--- src/design/meiu_pkg.sv ---
// Package: register map, field positions, reset values and timing for the event unit
//
// Notes on behaviour
// - Request output high while any flag bit and its mask bit are both set.
// - Supply-fail flag sets when the supply monitor reports supply below about 2.85V.
// - Checksum-change flag sets whenever the configuration checksum value changes.
// - Energy overflow flag sets when any per-phase energy accumulator overflows.
// - At cycle end, high-current flag sets if any phase RMS current exceeds threshold.
// - At cycle end, high-voltage flag sets if any phase RMS voltage exceeds threshold.
// - At cycle end, low-voltage flag sets if any phase RMS voltage fails to exceed threshold.
// - Missing-crossing flag sets when a phase has no crossing within timeout samples.
// - Real-flow-reversal flag sets when a phase's real energy sign differs from last cycle.
// - Reactive-flow-reversal flag sets when a phase's reactive sign differs from last cycle.
// - Cycle-done flag sets each time a processing cycle finishes.
// - Cycle-overrun flag sets when new cycle data arrives before processing finished.
// - While overrun flag is set, results are marked invalid.
// - Each phase keeps local flags mirroring its six condition bits.
// - Each phase keeps energy and fundamental overflow bits, one per accumulator.
// - Upper thresholds compare against bits 23 down to 8 of RMS values.
// - Flags are sticky; cleared only by reset or host write-one-to-clear.
// - Sample frame period equals (rate setting plus one) times 8 system clocks.
// - Current and voltage thresholds weigh full scale divided by 2 to the 16th.
// - Virtual reads return bits 47 down to 16 of raw value times the selected conversion coefficient.
package meiu_pkg;
    localparam int unsigned ADDR_W = 4;
    // Word indices on the Avalon bus
    localparam logic [ADDR_W-1:0] IDX_FLAG      = 4'h0;
    localparam logic [ADDR_W-1:0] IDX_MASK      = 4'h1;
    localparam logic [ADDR_W-1:0] IDX_THR_I     = 4'h2;
    localparam logic [ADDR_W-1:0] IDX_THR_V     = 4'h3;
    localparam logic [ADDR_W-1:0] IDX_TIMEOUT   = 4'h4;
    localparam logic [ADDR_W-1:0] IDX_RATE      = 4'h5;
    localparam logic [ADDR_W-1:0] IDX_PH_FLAGS  = 4'h6;
    localparam logic [ADDR_W-1:0] IDX_PH_OVF    = 4'h7;
    localparam logic [ADDR_W-1:0] IDX_COEFF_SEL = 4'h8;
    localparam logic [ADDR_W-1:0] IDX_COEFF     = 4'h9;
    localparam logic [ADDR_W-1:0] IDX_VIRT_SEL  = 4'hA;
    localparam logic [ADDR_W-1:0] IDX_VIRT      = 4'hB;
    localparam logic [ADDR_W-1:0] IDX_STATUS    = 4'hC;
    // Global flag bit positions
    localparam int unsigned BIT_SUPPLY  = 0;
    localparam int unsigned BIT_CONFIG_CHECKSUM  = 1;
    localparam int unsigned BIT_ENERGY_OVERFLOW_FLAG    = 2;
    localparam int unsigned BIT_HI_I    = 3;
    localparam int unsigned BIT_HI_V    = 4;
    localparam int unsigned BIT_LO_V    = 5;
    localparam int unsigned BIT_MISSING_CROSSING_FLAG    = 6;
    localparam int unsigned BIT_REAL    = 7;
    localparam int unsigned BIT_REACT   = 8;
    localparam int unsigned BIT_DONE    = 9;
    localparam int unsigned BIT_OVERRUN = 10;
    localparam int unsigned FLAG_W      = 11;
    // Per-phase local flag positions
    localparam int unsigned PF_HI_I  = 0;
    localparam int unsigned PF_HI_V  = 1;
    localparam int unsigned PF_LO_V  = 2;
    localparam int unsigned PF_MISSING_CROSSING_FLAG  = 3;
    localparam int unsigned PF_REAL  = 4;
    localparam int unsigned PF_REACT = 5;
    localparam int unsigned PF_W     = 6;
    localparam int unsigned OVF_W    = 5;
    localparam int unsigned NPH      = 3;
    // Reset values
    localparam logic [FLAG_W-1:0] RST_MASK    = 11'h000;
    localparam logic [15:0]       RST_THR     = 16'hFFFF;
    localparam logic [15:0]       RST_THR_LO  = 16'h0000;
    localparam logic [15:0]       RST_TIMEOUT = 16'h0100;
    localparam logic [15:0]       RST_RATE    = 16'h013F;
    localparam logic [15:0]       RST_COEFF   = 16'h0001;
    // Frame timing
    localparam int unsigned FRAME_MUL = 8;
    localparam int unsigned CLK_HZ    = 40_000_000;
    localparam int unsigned SAMPLE_US = 40;
    localparam int unsigned SAMPLE_CYC_NOM = SAMPLE_US * (CLK_HZ / 1_000_000);
    // Read decode shared by bus logic
    function automatic logic is_mapped(input logic [ADDR_W-1:0] a);
        return a <= IDX_STATUS;
    endfunction
endpackage

--- src/design/meiu_event_unit.sv ---
// Event flags, mask, per-phase status and bus slave of the metering event unit
//
// Design decisions made here: the Avalon-MM interface to the registers and the placing of the registers.
`timescale 1ns/1ps
`default_nettype none
module meiu_event_unit
    import meiu_pkg::*;
#(
    parameter int unsigned RMS_W = 24,
    parameter int unsigned ACC_W = 32
) (
    // Clock and reset
    input  wire logic                  clock_i,
    input  wire logic                  sys_rst_i,
    // Avalon-MM slave
    input  wire logic [ADDR_W-1:0]     avs_address_i,
    input  wire logic                  avs_read_i,
    input  wire logic                  avs_write_i,
    input  wire logic [31:0]           avs_writedata_i,
    input  wire logic [3:0]            avs_byteenable_i,
    output logic [31:0]                avs_readdata_o,
    output logic                       avs_waitrequest_o,
    // Supply monitor pin
    input  wire logic                  supply_low_i,
    // Zero-crossing pins, one per phase
    input  wire logic [NPH-1:0]        zero_cross_i,
    // Processing engine, same clock
    input  wire logic [15:0]           config_checksum_i,
    input  wire logic [NPH-1:0]        acc_overflow_i,
    input  wire logic [NPH*OVF_W-1:0]  phase_energy_overflow_i,
    input  wire logic [NPH*OVF_W-1:0]  phase_fundamental_overflow_i,
    input  wire logic                  cycle_done_i,
    input  wire logic                  cycle_start_i,
    input  wire logic [NPH*RMS_W-1:0]  rms_current_i,
    input  wire logic [NPH*RMS_W-1:0]  rms_voltage_i,
    input  wire logic [NPH-1:0]        real_sign_i,
    input  wire logic [NPH-1:0]        react_sign_i,
    input  wire logic [ACC_W-1:0]      virt_raw_i,
    // Outputs
    output logic                       irq_o,
    output logic                       results_valid_o,
    output logic                       frame_tick_o
);
    // Configuration registers
    logic [FLAG_W-1:0] flag_q;
    logic [FLAG_W-1:0] mask_q;
    logic [15:0]       thr_i_q;
    logic [15:0]       thr_v_hi_q;
    logic [15:0]       thr_v_lo_q;
    logic [15:0]       timeout_q;
    logic [15:0]       rate_q;
    logic [1:0]        coeff_sel_q;
    logic [15:0]       coeff_q [4];
    logic [PF_W-1:0]   ph_flag_q [NPH];
    logic [OVF_W-1:0]  ph_ovf_q [NPH];
    logic [OVF_W-1:0]  ph_fovf_q [NPH];
    logic [1:0]        virt_sel_q;
    logic [15:0]       chk_prev_q;
    logic [NPH-1:0]    rsign_q;
    logic [NPH-1:0]    qsign_q;
    logic              signs_valid_q;
    logic              busy_q;
    logic [NPH*PF_W-1:0] ph_event;
    logic [FLAG_W-1:0] set_d;

    // Bus handshake: one wait cycle then answer
    logic ack_q;
    logic req;
    logic wr_go;
    logic rd_go;
    assign req   = avs_read_i | avs_write_i;
    assign wr_go = avs_write_i & ack_q;
    assign rd_go = avs_read_i & ack_q;
    always_ff @(posedge clock_i or posedge sys_rst_i) begin
        if (sys_rst_i) begin
            ack_q <= 1'b0;
        end else begin
            ack_q <= req & ~ack_q;
        end
    end
    always_ff @(posedge clock_i or posedge sys_rst_i) begin
        if (sys_rst_i) begin
            avs_waitrequest_o <= 1'b1;
        end else begin
            avs_waitrequest_o <= ~(req & ~ack_q);
        end
    end

    function automatic logic [15:0] wr16(input logic [15:0] old, input logic [31:0] d, input logic [3:0] be);
        return {be[1] ? d[15:8] : old[15:8], be[0] ? d[7:0] : old[7:0]};
    endfunction

    // Synchronisers for pin inputs
    logic          sup_m_q;
    logic          sup_s_q;
    logic [NPH-1:0] zx_m_q;
    logic [NPH-1:0] zx_s_q;
    logic [NPH-1:0] zx_p_q;
    always_ff @(posedge clock_i or posedge sys_rst_i) begin
        if (sys_rst_i) begin
            sup_m_q <= 1'b0;
            sup_s_q <= 1'b0;
            zx_m_q  <= '0;
            zx_s_q  <= '0;
            zx_p_q  <= '0;
        end else begin
            sup_m_q <= supply_low_i;
            sup_s_q <= sup_m_q;
            zx_m_q  <= zero_cross_i;
            zx_s_q  <= zx_m_q;
            zx_p_q  <= zx_s_q;
        end
    end

    // Frame timer: (rate+1)*8 clocks
    logic [18:0] frame_cnt_q;
    logic        frame_end;
    assign frame_end = frame_cnt_q >= ((19'(rate_q) + 19'd1) * 19'(FRAME_MUL) - 19'd1);
    always_ff @(posedge clock_i or posedge sys_rst_i) begin
        if (sys_rst_i) begin
            frame_cnt_q  <= '0;
            frame_tick_o <= 1'b0;
        end else begin
            frame_cnt_q  <= frame_end ? 19'd0 : frame_cnt_q + 19'd1;
            frame_tick_o <= frame_end;
        end
    end

    // Crossing timeout in sample periods
    logic [15:0]    zx_cnt_q [NPH];
    logic [NPH-1:0] zx_miss;
    always_ff @(posedge clock_i or posedge sys_rst_i) begin
        if (sys_rst_i) begin
            for (int p = 0; p < NPH; p++) begin
                zx_cnt_q[p] <= '0;
            end
        end else begin
            for (int p = 0; p < NPH; p++) begin
                if (zx_s_q[p] != zx_p_q[p]) begin
                    zx_cnt_q[p] <= '0;
                end else if (frame_end && !zx_miss[p]) begin
                    zx_cnt_q[p] <= zx_cnt_q[p] + 16'd1;
                end
            end
        end
    end
    always_comb begin
        for (int p = 0; p < NPH; p++) begin
            zx_miss[p] = (timeout_q != 16'd0) && (zx_cnt_q[p] >= timeout_q);
        end
    end

    // Per-phase condition events, thresholds on bits 23:8
    always_comb begin
        ph_event = '0;
        for (int p = 0; p < NPH; p++) begin
            if (cycle_done_i) begin
                ph_event[p*PF_W+PF_HI_I] = rms_current_i[p*RMS_W+8 +: 16] > thr_i_q;
                ph_event[p*PF_W+PF_HI_V] = rms_voltage_i[p*RMS_W+8 +: 16] > thr_v_hi_q;
                ph_event[p*PF_W+PF_LO_V] = !(rms_voltage_i[p*RMS_W+8 +: 16] > thr_v_lo_q);
                ph_event[p*PF_W+PF_REAL]  = signs_valid_q && (real_sign_i[p] != rsign_q[p]);
                ph_event[p*PF_W+PF_REACT] = signs_valid_q && (react_sign_i[p] != qsign_q[p]);
            end
            ph_event[p*PF_W+PF_MISSING_CROSSING_FLAG] = zx_miss[p];
        end
    end

    // Global set vector
    always_comb begin
        set_d = '0;
        set_d[BIT_SUPPLY] = sup_s_q;
        set_d[BIT_CONFIG_CHECKSUM] = config_checksum_i != chk_prev_q;
        set_d[BIT_ENERGY_OVERFLOW_FLAG]   = |acc_overflow_i;
        for (int p = 0; p < NPH; p++) begin
            set_d[BIT_HI_I]  = set_d[BIT_HI_I]  | ph_event[p*PF_W+PF_HI_I];
            set_d[BIT_HI_V]  = set_d[BIT_HI_V]  | ph_event[p*PF_W+PF_HI_V];
            set_d[BIT_LO_V]  = set_d[BIT_LO_V]  | ph_event[p*PF_W+PF_LO_V];
            set_d[BIT_MISSING_CROSSING_FLAG]  = set_d[BIT_MISSING_CROSSING_FLAG]  | ph_event[p*PF_W+PF_MISSING_CROSSING_FLAG];
            set_d[BIT_REAL]  = set_d[BIT_REAL]  | ph_event[p*PF_W+PF_REAL];
            set_d[BIT_REACT] = set_d[BIT_REACT] | ph_event[p*PF_W+PF_REACT];
        end
        set_d[BIT_DONE]    = cycle_done_i;
        set_d[BIT_OVERRUN] = cycle_start_i & busy_q & ~cycle_done_i;
    end

    // Engine tracking: checksum, signs, busy
    always_ff @(posedge clock_i or posedge sys_rst_i) begin
        if (sys_rst_i) begin
            chk_prev_q    <= '0;
            rsign_q       <= '0;
            qsign_q       <= '0;
            signs_valid_q <= 1'b0;
            busy_q        <= 1'b0;
        end else begin
            chk_prev_q <= config_checksum_i;
            if (cycle_done_i) begin
                rsign_q       <= real_sign_i;
                qsign_q       <= react_sign_i;
                signs_valid_q <= 1'b1;
            end
            if (cycle_start_i) begin
                busy_q <= 1'b1;
            end else if (cycle_done_i) begin
                busy_q <= 1'b0;
            end
        end
    end

    // Sticky global flags, set wins over clear
    always_ff @(posedge clock_i or posedge sys_rst_i) begin
        if (sys_rst_i) begin
            flag_q <= '0;
        end else begin
            if (wr_go && avs_address_i == IDX_FLAG) begin
                flag_q <= (flag_q & ~avs_writedata_i[FLAG_W-1:0]) | set_d;
            end else begin
                flag_q <= flag_q | set_d;
            end
        end
    end

    // Per-phase local flags and overflow bits
    always_ff @(posedge clock_i or posedge sys_rst_i) begin
        if (sys_rst_i) begin
            for (int p = 0; p < NPH; p++) begin
                ph_flag_q[p] <= '0;
                ph_ovf_q[p]  <= '0;
                ph_fovf_q[p] <= '0;
            end
        end else begin
            for (int p = 0; p < NPH; p++) begin
                if (wr_go && avs_address_i == IDX_PH_FLAGS) begin
                    ph_flag_q[p] <= (ph_flag_q[p] & ~avs_writedata_i[p*8 +: PF_W])
                                    | ph_event[p*PF_W +: PF_W];
                end else begin
                    ph_flag_q[p] <= ph_flag_q[p] | ph_event[p*PF_W +: PF_W];
                end
                if (wr_go && avs_address_i == IDX_PH_OVF) begin
                    ph_ovf_q[p]  <= (ph_ovf_q[p] & ~avs_writedata_i[p*5 +: OVF_W])
                                    | phase_energy_overflow_i[p*OVF_W +: OVF_W];
                    ph_fovf_q[p] <= (ph_fovf_q[p] & ~avs_writedata_i[16+p*5 +: OVF_W])
                                    | phase_fundamental_overflow_i[p*OVF_W +: OVF_W];
                end else begin
                    ph_ovf_q[p]  <= ph_ovf_q[p] | phase_energy_overflow_i[p*OVF_W +: OVF_W];
                    ph_fovf_q[p] <= ph_fovf_q[p] | phase_fundamental_overflow_i[p*OVF_W +: OVF_W];
                end
            end
        end
    end

    // Configuration writes
    always_ff @(posedge clock_i or posedge sys_rst_i) begin
        if (sys_rst_i) begin
            mask_q      <= RST_MASK;
            thr_i_q     <= RST_THR;
            thr_v_hi_q  <= RST_THR;
            thr_v_lo_q  <= RST_THR_LO;
            timeout_q   <= RST_TIMEOUT;
            rate_q      <= RST_RATE;
            coeff_sel_q <= '0;
            virt_sel_q  <= '0;
            for (int k = 0; k < 4; k++) begin
                coeff_q[k] <= RST_COEFF;
            end
        end else if (wr_go) begin
            unique case (avs_address_i)
                IDX_MASK: begin
                    mask_q <= avs_writedata_i[FLAG_W-1:0];
                end
                IDX_THR_I: begin
                    thr_i_q <= wr16(thr_i_q, avs_writedata_i, avs_byteenable_i);
                end
                IDX_THR_V: begin
                    thr_v_hi_q <= wr16(thr_v_hi_q, avs_writedata_i, avs_byteenable_i);
                    if (avs_byteenable_i[3]) thr_v_lo_q[15:8] <= avs_writedata_i[31:24];
                    if (avs_byteenable_i[2]) thr_v_lo_q[7:0]  <= avs_writedata_i[23:16];
                end
                IDX_TIMEOUT: begin
                    timeout_q <= wr16(timeout_q, avs_writedata_i, avs_byteenable_i);
                end
                IDX_RATE: begin
                    rate_q <= wr16(rate_q, avs_writedata_i, avs_byteenable_i);
                end
                IDX_COEFF_SEL: begin
                    coeff_sel_q <= avs_writedata_i[1:0];
                end
                IDX_COEFF: begin
                    coeff_q[coeff_sel_q] <= wr16(coeff_q[coeff_sel_q], avs_writedata_i, avs_byteenable_i);
                end
                IDX_VIRT_SEL: begin
                    virt_sel_q <= avs_writedata_i[1:0];
                end
                default: begin
                end
            endcase
        end
    end

    // Interrupt request, falls once nothing enabled remains
    always_ff @(posedge clock_i or posedge sys_rst_i) begin
        if (sys_rst_i) begin
            irq_o <= 1'b0;
        end else begin
            irq_o <= |(flag_q & mask_q);
        end
    end

    // Results invalid while overrun flag stands
    always_ff @(posedge clock_i or posedge sys_rst_i) begin
        if (sys_rst_i) begin
            results_valid_o <= 1'b1;
        end else begin
            results_valid_o <= ~(flag_q[BIT_OVERRUN] | set_d[BIT_OVERRUN]);
        end
    end

    // Read data
    logic [47:0] virt_prod;
    assign virt_prod = virt_raw_i * coeff_q[virt_sel_q];
    always_ff @(posedge clock_i or posedge sys_rst_i) begin
        if (sys_rst_i) begin
            avs_readdata_o <= '0;
        end else if (avs_read_i && !ack_q) begin
            avs_readdata_o <= '0;
            if (is_mapped(avs_address_i)) begin
                unique case (avs_address_i)
                    IDX_FLAG:      avs_readdata_o <= 32'(flag_q);
                    IDX_MASK:      avs_readdata_o <= 32'(mask_q);
                    IDX_THR_I:     avs_readdata_o <= {16'h0000, thr_i_q};
                    IDX_THR_V:     avs_readdata_o <= {thr_v_lo_q, thr_v_hi_q};
                    IDX_TIMEOUT:   avs_readdata_o <= {16'h0000, timeout_q};
                    IDX_RATE:      avs_readdata_o <= {16'h0000, rate_q};
                    IDX_PH_FLAGS:  avs_readdata_o <= {8'h00, 2'b00, ph_flag_q[2], 2'b00, ph_flag_q[1],
                                                      2'b00, ph_flag_q[0]};
                    IDX_PH_OVF:    avs_readdata_o <= {1'b0, ph_fovf_q[2], ph_fovf_q[1], ph_fovf_q[0],
                                                      1'b0, ph_ovf_q[2], ph_ovf_q[1], ph_ovf_q[0]};
                    IDX_COEFF_SEL: avs_readdata_o <= {30'h0, coeff_sel_q};
                    IDX_COEFF:     avs_readdata_o <= {16'h0000, coeff_q[coeff_sel_q]};
                    IDX_VIRT_SEL:  avs_readdata_o <= {30'h0, virt_sel_q};
                    IDX_VIRT:      avs_readdata_o <= virt_prod[47:16];
                    IDX_STATUS:    avs_readdata_o <= {27'h0, busy_q, zx_miss, sup_s_q};
                    default:       avs_readdata_o <= '0;
                endcase
            end
        end
    end
endmodule
`default_nettype wire

--- config.mk ---
export PLATFORM = sky130hd
export DESIGN_NAME = meiu_event_unit
export DESIGN_NICKNAME = d
export VERILOG_FILES = /design/src/design/meiu_pkg.sv /design/src/design/meiu_event_unit.sv
export SDC_FILE = /design/constraint.sdc
export NUM_CORES = 2
export LEC_CHECK = 0
export ABC_AREA = 1
export BUFFER_PORTS_ARGS = -buffer_cell sky130_fd_sc_hd__clkbuf_2
export CORE_ASPECT_RATIO = 0.9
export CORE_MARGIN = 2
export CORE_UTILIZATION = 53
export CTS_BUF_LIST = sky130_fd_sc_hd__clkbuf_8
export DETAILED_ROUTE_END_ITERATION = 10
export PLACE_DENSITY = 0.79
export SYNTH_ARGS = -nofsm -noshare
export SYNTH_HDL_FRONTEND = slang
export SYNTH_SLANG_ARGS = --single-unit
--- constraint.sdc ---
create_clock -name clock_i -period 11.19 [get_ports clock_i]
set_input_delay 2.238 -clock clock_i [delete_from_list [all_inputs] [get_ports clock_i]]
set_output_delay 2.238 -clock clock_i [all_outputs]
set_load 0.01 [all_outputs]
-- Word level (Yosys, flattened, before mapping)
Index checks and enable logic that the tools add are counted.
- multiplexer cells: 38
- shifts and indexed selects: 0
- bitwise gates (word level): 65
- equality and inequality tests: 22
- multiply operators: 1
- div/mod/pow operators: 0
- $lt $le $gt $ge: 17
- add/subtract/negate cells: 6
- reductions and logical operators: 46
- operator list (kind ; count):
    one-hot mux 32 bit (13 select lines) ; 1
    two-way mux 16 bit ; 11
    > comparator 16 bit ; 9
    adder 16 x 1 -> 16 bit (second input constant) ; 4
    binary-select mux 16 bit (select 2 bit) ; 2
    bitwise mux 64 bit ; 1
    bitwise OR 5 bit ; 12
    greater-or-equal comparator 16 bit ; 3
    multiplier 32 x 16 -> 48 bit ; 1
    bitwise OR 6 bit ; 6
    demux 16 bit (select 2 bit) ; 1
    two-way mux 32 bit ; 1
    bitwise AND 5 bit ; 6
    two-way mux 5 bit ; 6
    inverter 5 bit ; 6
    AND reduction 3 bit ; 10
    bitwise AND 11 bit ; 2
    bitwise OR 11 bit ; 2
    == test 4 bit (second input constant) ; 5
    adder 19 x 1 -> 19 bit (second input constant) ; 1
    greater-or-equal comparator 19 bit ; 1
    two-way mux 19 bit ; 1
    subtractor 19 x 1 -> 19 bit (second input constant) ; 1
    bitwise AND 6 bit ; 3
    other kinds (28) ; 99
- latch bits: 0
- bits in read-only memories: 0
- logic and storage cells: 242
- flip-flop bits (word level): 357
- bits in writable memories: 0
- bits of input ports: 281
- memories kept: 0
- output and inout bits: 36

-- Depth between registers and ports, before layout
- word-level depth: 7
- gate-level depth with buffers: 36
- gate-level depth less buffers: 33

-- Least setup slack after synthesis
Ideal clock, no wire load.
- kind: input port to flip-flop
- start point: input virt_raw_i[2]
- end point: register avs_readdata_o[20]
- data required time: 11.124 ns
- buffers on the path: 1
- library setup time: 0.066 ns
- data arrival time: 7.552 ns
- stages: 24
- path slack: 3.572 ns
- cells stage by stage: clkbuf_1 clkinv_1 nor2_1 fa_1 fa_1 fa_1 fa_1 fa_1 inv_1 fa_1 inv_1 ha_1 nand2_1 nor2_1 inv_1 nor2_1 inv_1 nor4_1 nand3_1 nand3_1 nor2_1 o31ai_1 nand2_1 nand2_1
- word-level cells in the longest chain between the ends: 3
- ends and longest elaborated chain (element ; RTL line ; RTL):
    start: declaration ; meiu_event_unit.sv:38 ; input wire logic [ACC_W-1:0] virt_raw_i,
    multiplier 32 x 16 -> 48 bit ; meiu_event_unit.sv:319 ; assign virt_prod = virt_raw_i * coeff_q[virt_sel_q];
    one-hot mux 32 bit (13 select lines) ; meiu_event_unit.sv:326 ; unique case (avs_address_i)
    two-way mux 32 bit ; meiu_event_unit.sv:325 ; if (is_mapped(avs_address_i)) begin
    end signal: assignment ; meiu_event_unit.sv:327 ; IDX_FLAG: avs_readdata_o <= 32'(flag_q);
    end signal: assignment ; meiu_event_unit.sv:328 ; IDX_MASK: avs_readdata_o <= 32'(mask_q);
    end signal: assignment ; meiu_event_unit.sv:329 ; IDX_THR_I: avs_readdata_o <= {16'h0000, thr_i_q};
    end: declaration ; meiu_event_unit.sv:21 ; output logic [31:0] avs_readdata_o,
Every way passes these cells.
A chain may end at the register's enable or synchronous reset.

-- Worst setup path after layout
- start point: register virt_sel_q[0]
- end point: register avs_readdata_o[22]
- word-level cells in the longest chain between the ends: 7
- ends and longest elaborated chain (element ; RTL line ; RTL):
    start: declaration ; meiu_event_unit.sv:57 ; logic [1:0] virt_sel_q;
    start signal: assignment ; meiu_event_unit.sv:291 ; virt_sel_q <= avs_writedata_i[1:0];
    inverter 2 -> 3 bit (not written as such) ; meiu_event_unit.sv:319 ;
    binary-select mux 16 bit (select 2 bit) ; meiu_event_unit.sv:319 ;
    two-way mux 16 bit (not written as such) (2 in a row) ; meiu_event_unit.sv:319 ;
    multiplier 32 x 16 -> 48 bit ; meiu_event_unit.sv:319 ;
    one-hot mux 32 bit (13 select lines) ; meiu_event_unit.sv:326 ;
    two-way mux 32 bit ; meiu_event_unit.sv:325 ;
Every way passes these cells. The select of a mux whose other input is x is not followed.

==> metrics.yaml <==
synth_area_leaders: "fa_1 22%, dfrtp_1 20%, nand2_1 11%"
die_x_um: 287
start_util: 0.535
min_path_type: "flop to flop"
area.growth.synth_to_final_pct: 9.17
min_period_over_period: 0.791
drt-pass1-iter-count: 6
drive_above_1_share: 0.0924
rsz0062_at_grt: "false"
gp_congestion: 1.01
fillerInstances: 6514
grt_pass1_wl_um: 189000
clk_path_buf_depth: 3
placementRows: 93
post_cts_buffers: 0
postCtsResizedCells: 0
fin_area_mm2: 0.0418
placed_cell_area_mm2: 0.0405
drtIter0Drc: 3340
timing.critical_path.slowest_stage_cell: "inv_1"
setup_tns_ns: 0
setup-violations-final: 0
multiInputGateArea_mm2: 0.0255
skew_ns: 0.0553
synth.distinct_cells: 63
core_mm2: 0.0716
track_usage: 0.326
dieArea_mm2: 0.0744
outcome: "finished clean"
drc: 0
final_max_slew_viol_count: 0
worst_pin_slew_ns: 1.35
wl_per_cell_um: 19.6
synth-edff-count: 0
clock_latency_ns: 0.71
place_inst: 5995
path_delay_family: "adder cells"
cts_sinks: 357
via_per_inst: 5.69
wl_um: 120000
cts_tree: "yes"
grt_pass1_vias: 34700
required_ns: 11.79
portBuffers: 268
finalNonFillerCells: 6115
synth_nets: 5926
crit_fanout: 39
yosys_warnings: 0
crit_buf_inv: 5
dp.final_hpwl_um: 95000
fmax_mhz: 113
netlist.area_leader.share: 0.218
synth_top_cell_by_area: "fa_1"
antenna_found_initial: 13
synth_cells: 4898
seq_area_mm2: 0.00899
grt_max_degree: 174
critPathLaunchType: "flop"
hold_viol: 0
slew_headroom: 0.0737
cp_common_cell: "fa_1"
die_y_um: 259
crit_arrival_ns: 9.45
maxCapViolCount: 0
root_buffer: "clkbuf_8"
final_nets: 6133
globalRouteOverflowTotal: 0
htree_levels: 2
numCtsBuffers: 58
cp-end-kind: "flop"
synth-seq-cells: 357
final_core_util: 0.584
seq_area_frac_synth: 0.235
avgSynthCellArea_um2: 7.82
cp_slowest_stage_delay_ns: 1.04
final_antenna_net_count: 0
synthArstFlopShare: 1.00
path_clk_slew_ns: 0.06
num_vias: 34800
netlist_area_mm2: 0.0383
synth_ff_type: "dfrtp_1"
holdBufCountCts: 0
crit_type: "flop to flop"
pin_count: 317
min_period_ns: 8.85
==> routing by layer <==
layer	GRT usage	wire length [um]	part of all wire	vias to the layer above
met3	0.0701	12000	0.10	378
li1	-	-	-	15900
met1	0.418	46600	0.39	16700
met4	0.161	6500	0.054	2
met5	0	11	0.000092	-
met2	0.526	54800	0.46	1816
==> flip-flops by register name, indices dropped and copies added, names as in the netlist, 2 cells and up <==
signal          flops
avs_readdata_o     32
virt_sel_q          2
ph_ovf_q           15
frame_cnt_q        19
ph_flag_q          18
thr_v_lo_q         16
rsign_q             3
zx_p_q              3
thr_v_hi_q         16
timeout_q          16
thr_i_q            16
mask_q             11
rate_q             16
qsign_q             3
coeff_sel_q         2
zx_cnt_q           48
coeff_q            64
ph_fovf_q          15
zx_s_q              3
chk_prev_q         16
zx_m_q              3
flag_q             11
==> worst paths after layout <==
kind	startpoint	to	slack, ns	cells past startpoint
setup reg to reg	virt_sel_q[0]	avs_readdata_o[22]	2.34	26
hold reg to reg	zx_m_q[2]	zx_s_q[2]	0.35	0
min in group asynchronous	sys_rst_i	chk_prev_q[6]	1.67	2
hold / removal	zx_m_q[2]	zx_s_q[2]	0.35	0
setup / recovery	virt_sel_q[0]	avs_readdata_o[22]	2.34	26
max in group asynchronous	sys_rst_i	frame_cnt_q[9]	7.41	4
==> cell usage in the layout, fill, tap and decap left out, types with 10 or more instances in the layout <==
master and instances:
nor3_1 43, a21oi_1 193, o2111ai_1 10, dfstp_2 46, o21a_1 11, a221oi_1 34, a31oi_1 14, inv_1 878
nor4_1 33, nand4_1 58, o221ai_1 14, fa_1 417, nand3_1 171, dfrtp_1 311, clkbuf_8 74, clkbuf_2 268
buf_4 25, nand3b_1 21, diode_2 12, xor2_1 61, clkinv_1 10, nor2_1 440, o22ai_1 22, nand2_1 1170
ha_1 330, o21ai_0 351, o21bai_1 22, o211ai_1 10
==> logic make-up (layout without fill, tap and decap cells) <==
family | Yosys count | in the layout | share of synthesized area
compound gates | 720 | 720 | 0.107
xor+xnor | 77 | 77 | 0.0187
fa+ha+maj | 747 | 747 | 0.326
buf+inv | 1022 | 1277 | 0.100
flops | 357 | 357 | 0.235
other cells | 0 | 12 | 0
simple gates | 1975 | 1975 | 0.214
==> synthesized netlist by cell type (all sizes together) (23+ instances only) <==
master,n
a21oi,193
a221oi,34
clkbuf,131
dfrtp,311
dfstp,46
fa,417
ha,330
inv,864
nand2,1174
nand3,175
nand4,60
nor2,449
nor3,45
nor4,34
o21ai,356
o21bai,23
xor2,64
==> layout make-up <==
cell class / count / area share
Antenna cell: 12 / 0.000718
Inverter: 874 / 0.0786
Clock inverter: 34 / 0.00587
Tap cell: 950 / 0.0284
Clock buffer: 74 / 0.0244
Timing Repair Buffer: 295 / 0.0375
Sequential cell: 357 / 0.215
Multi-Input combinational cell: 3519 / 0.609
==> per-stage QoR <==
| step | worst slack (ns) | hold slack (ns) |
|---|---|---|
| 6_report | 2.34 | 0.348 |
| 4_1_cts | 2.47 | 0.352 |
| 5_1_grt | 1.98 | 0.355 |
| 2_1_floorplan | 3.57 | 0.331 |
| 3_5_place_dp | 2.39 | 0.337 |
| 3_3_place_gp | 2.38 | 0.334 |
Power is left out: the tool's default activity adds up to more than one toggle a clock period on the data nets, which glitch-free logic cannot reach.
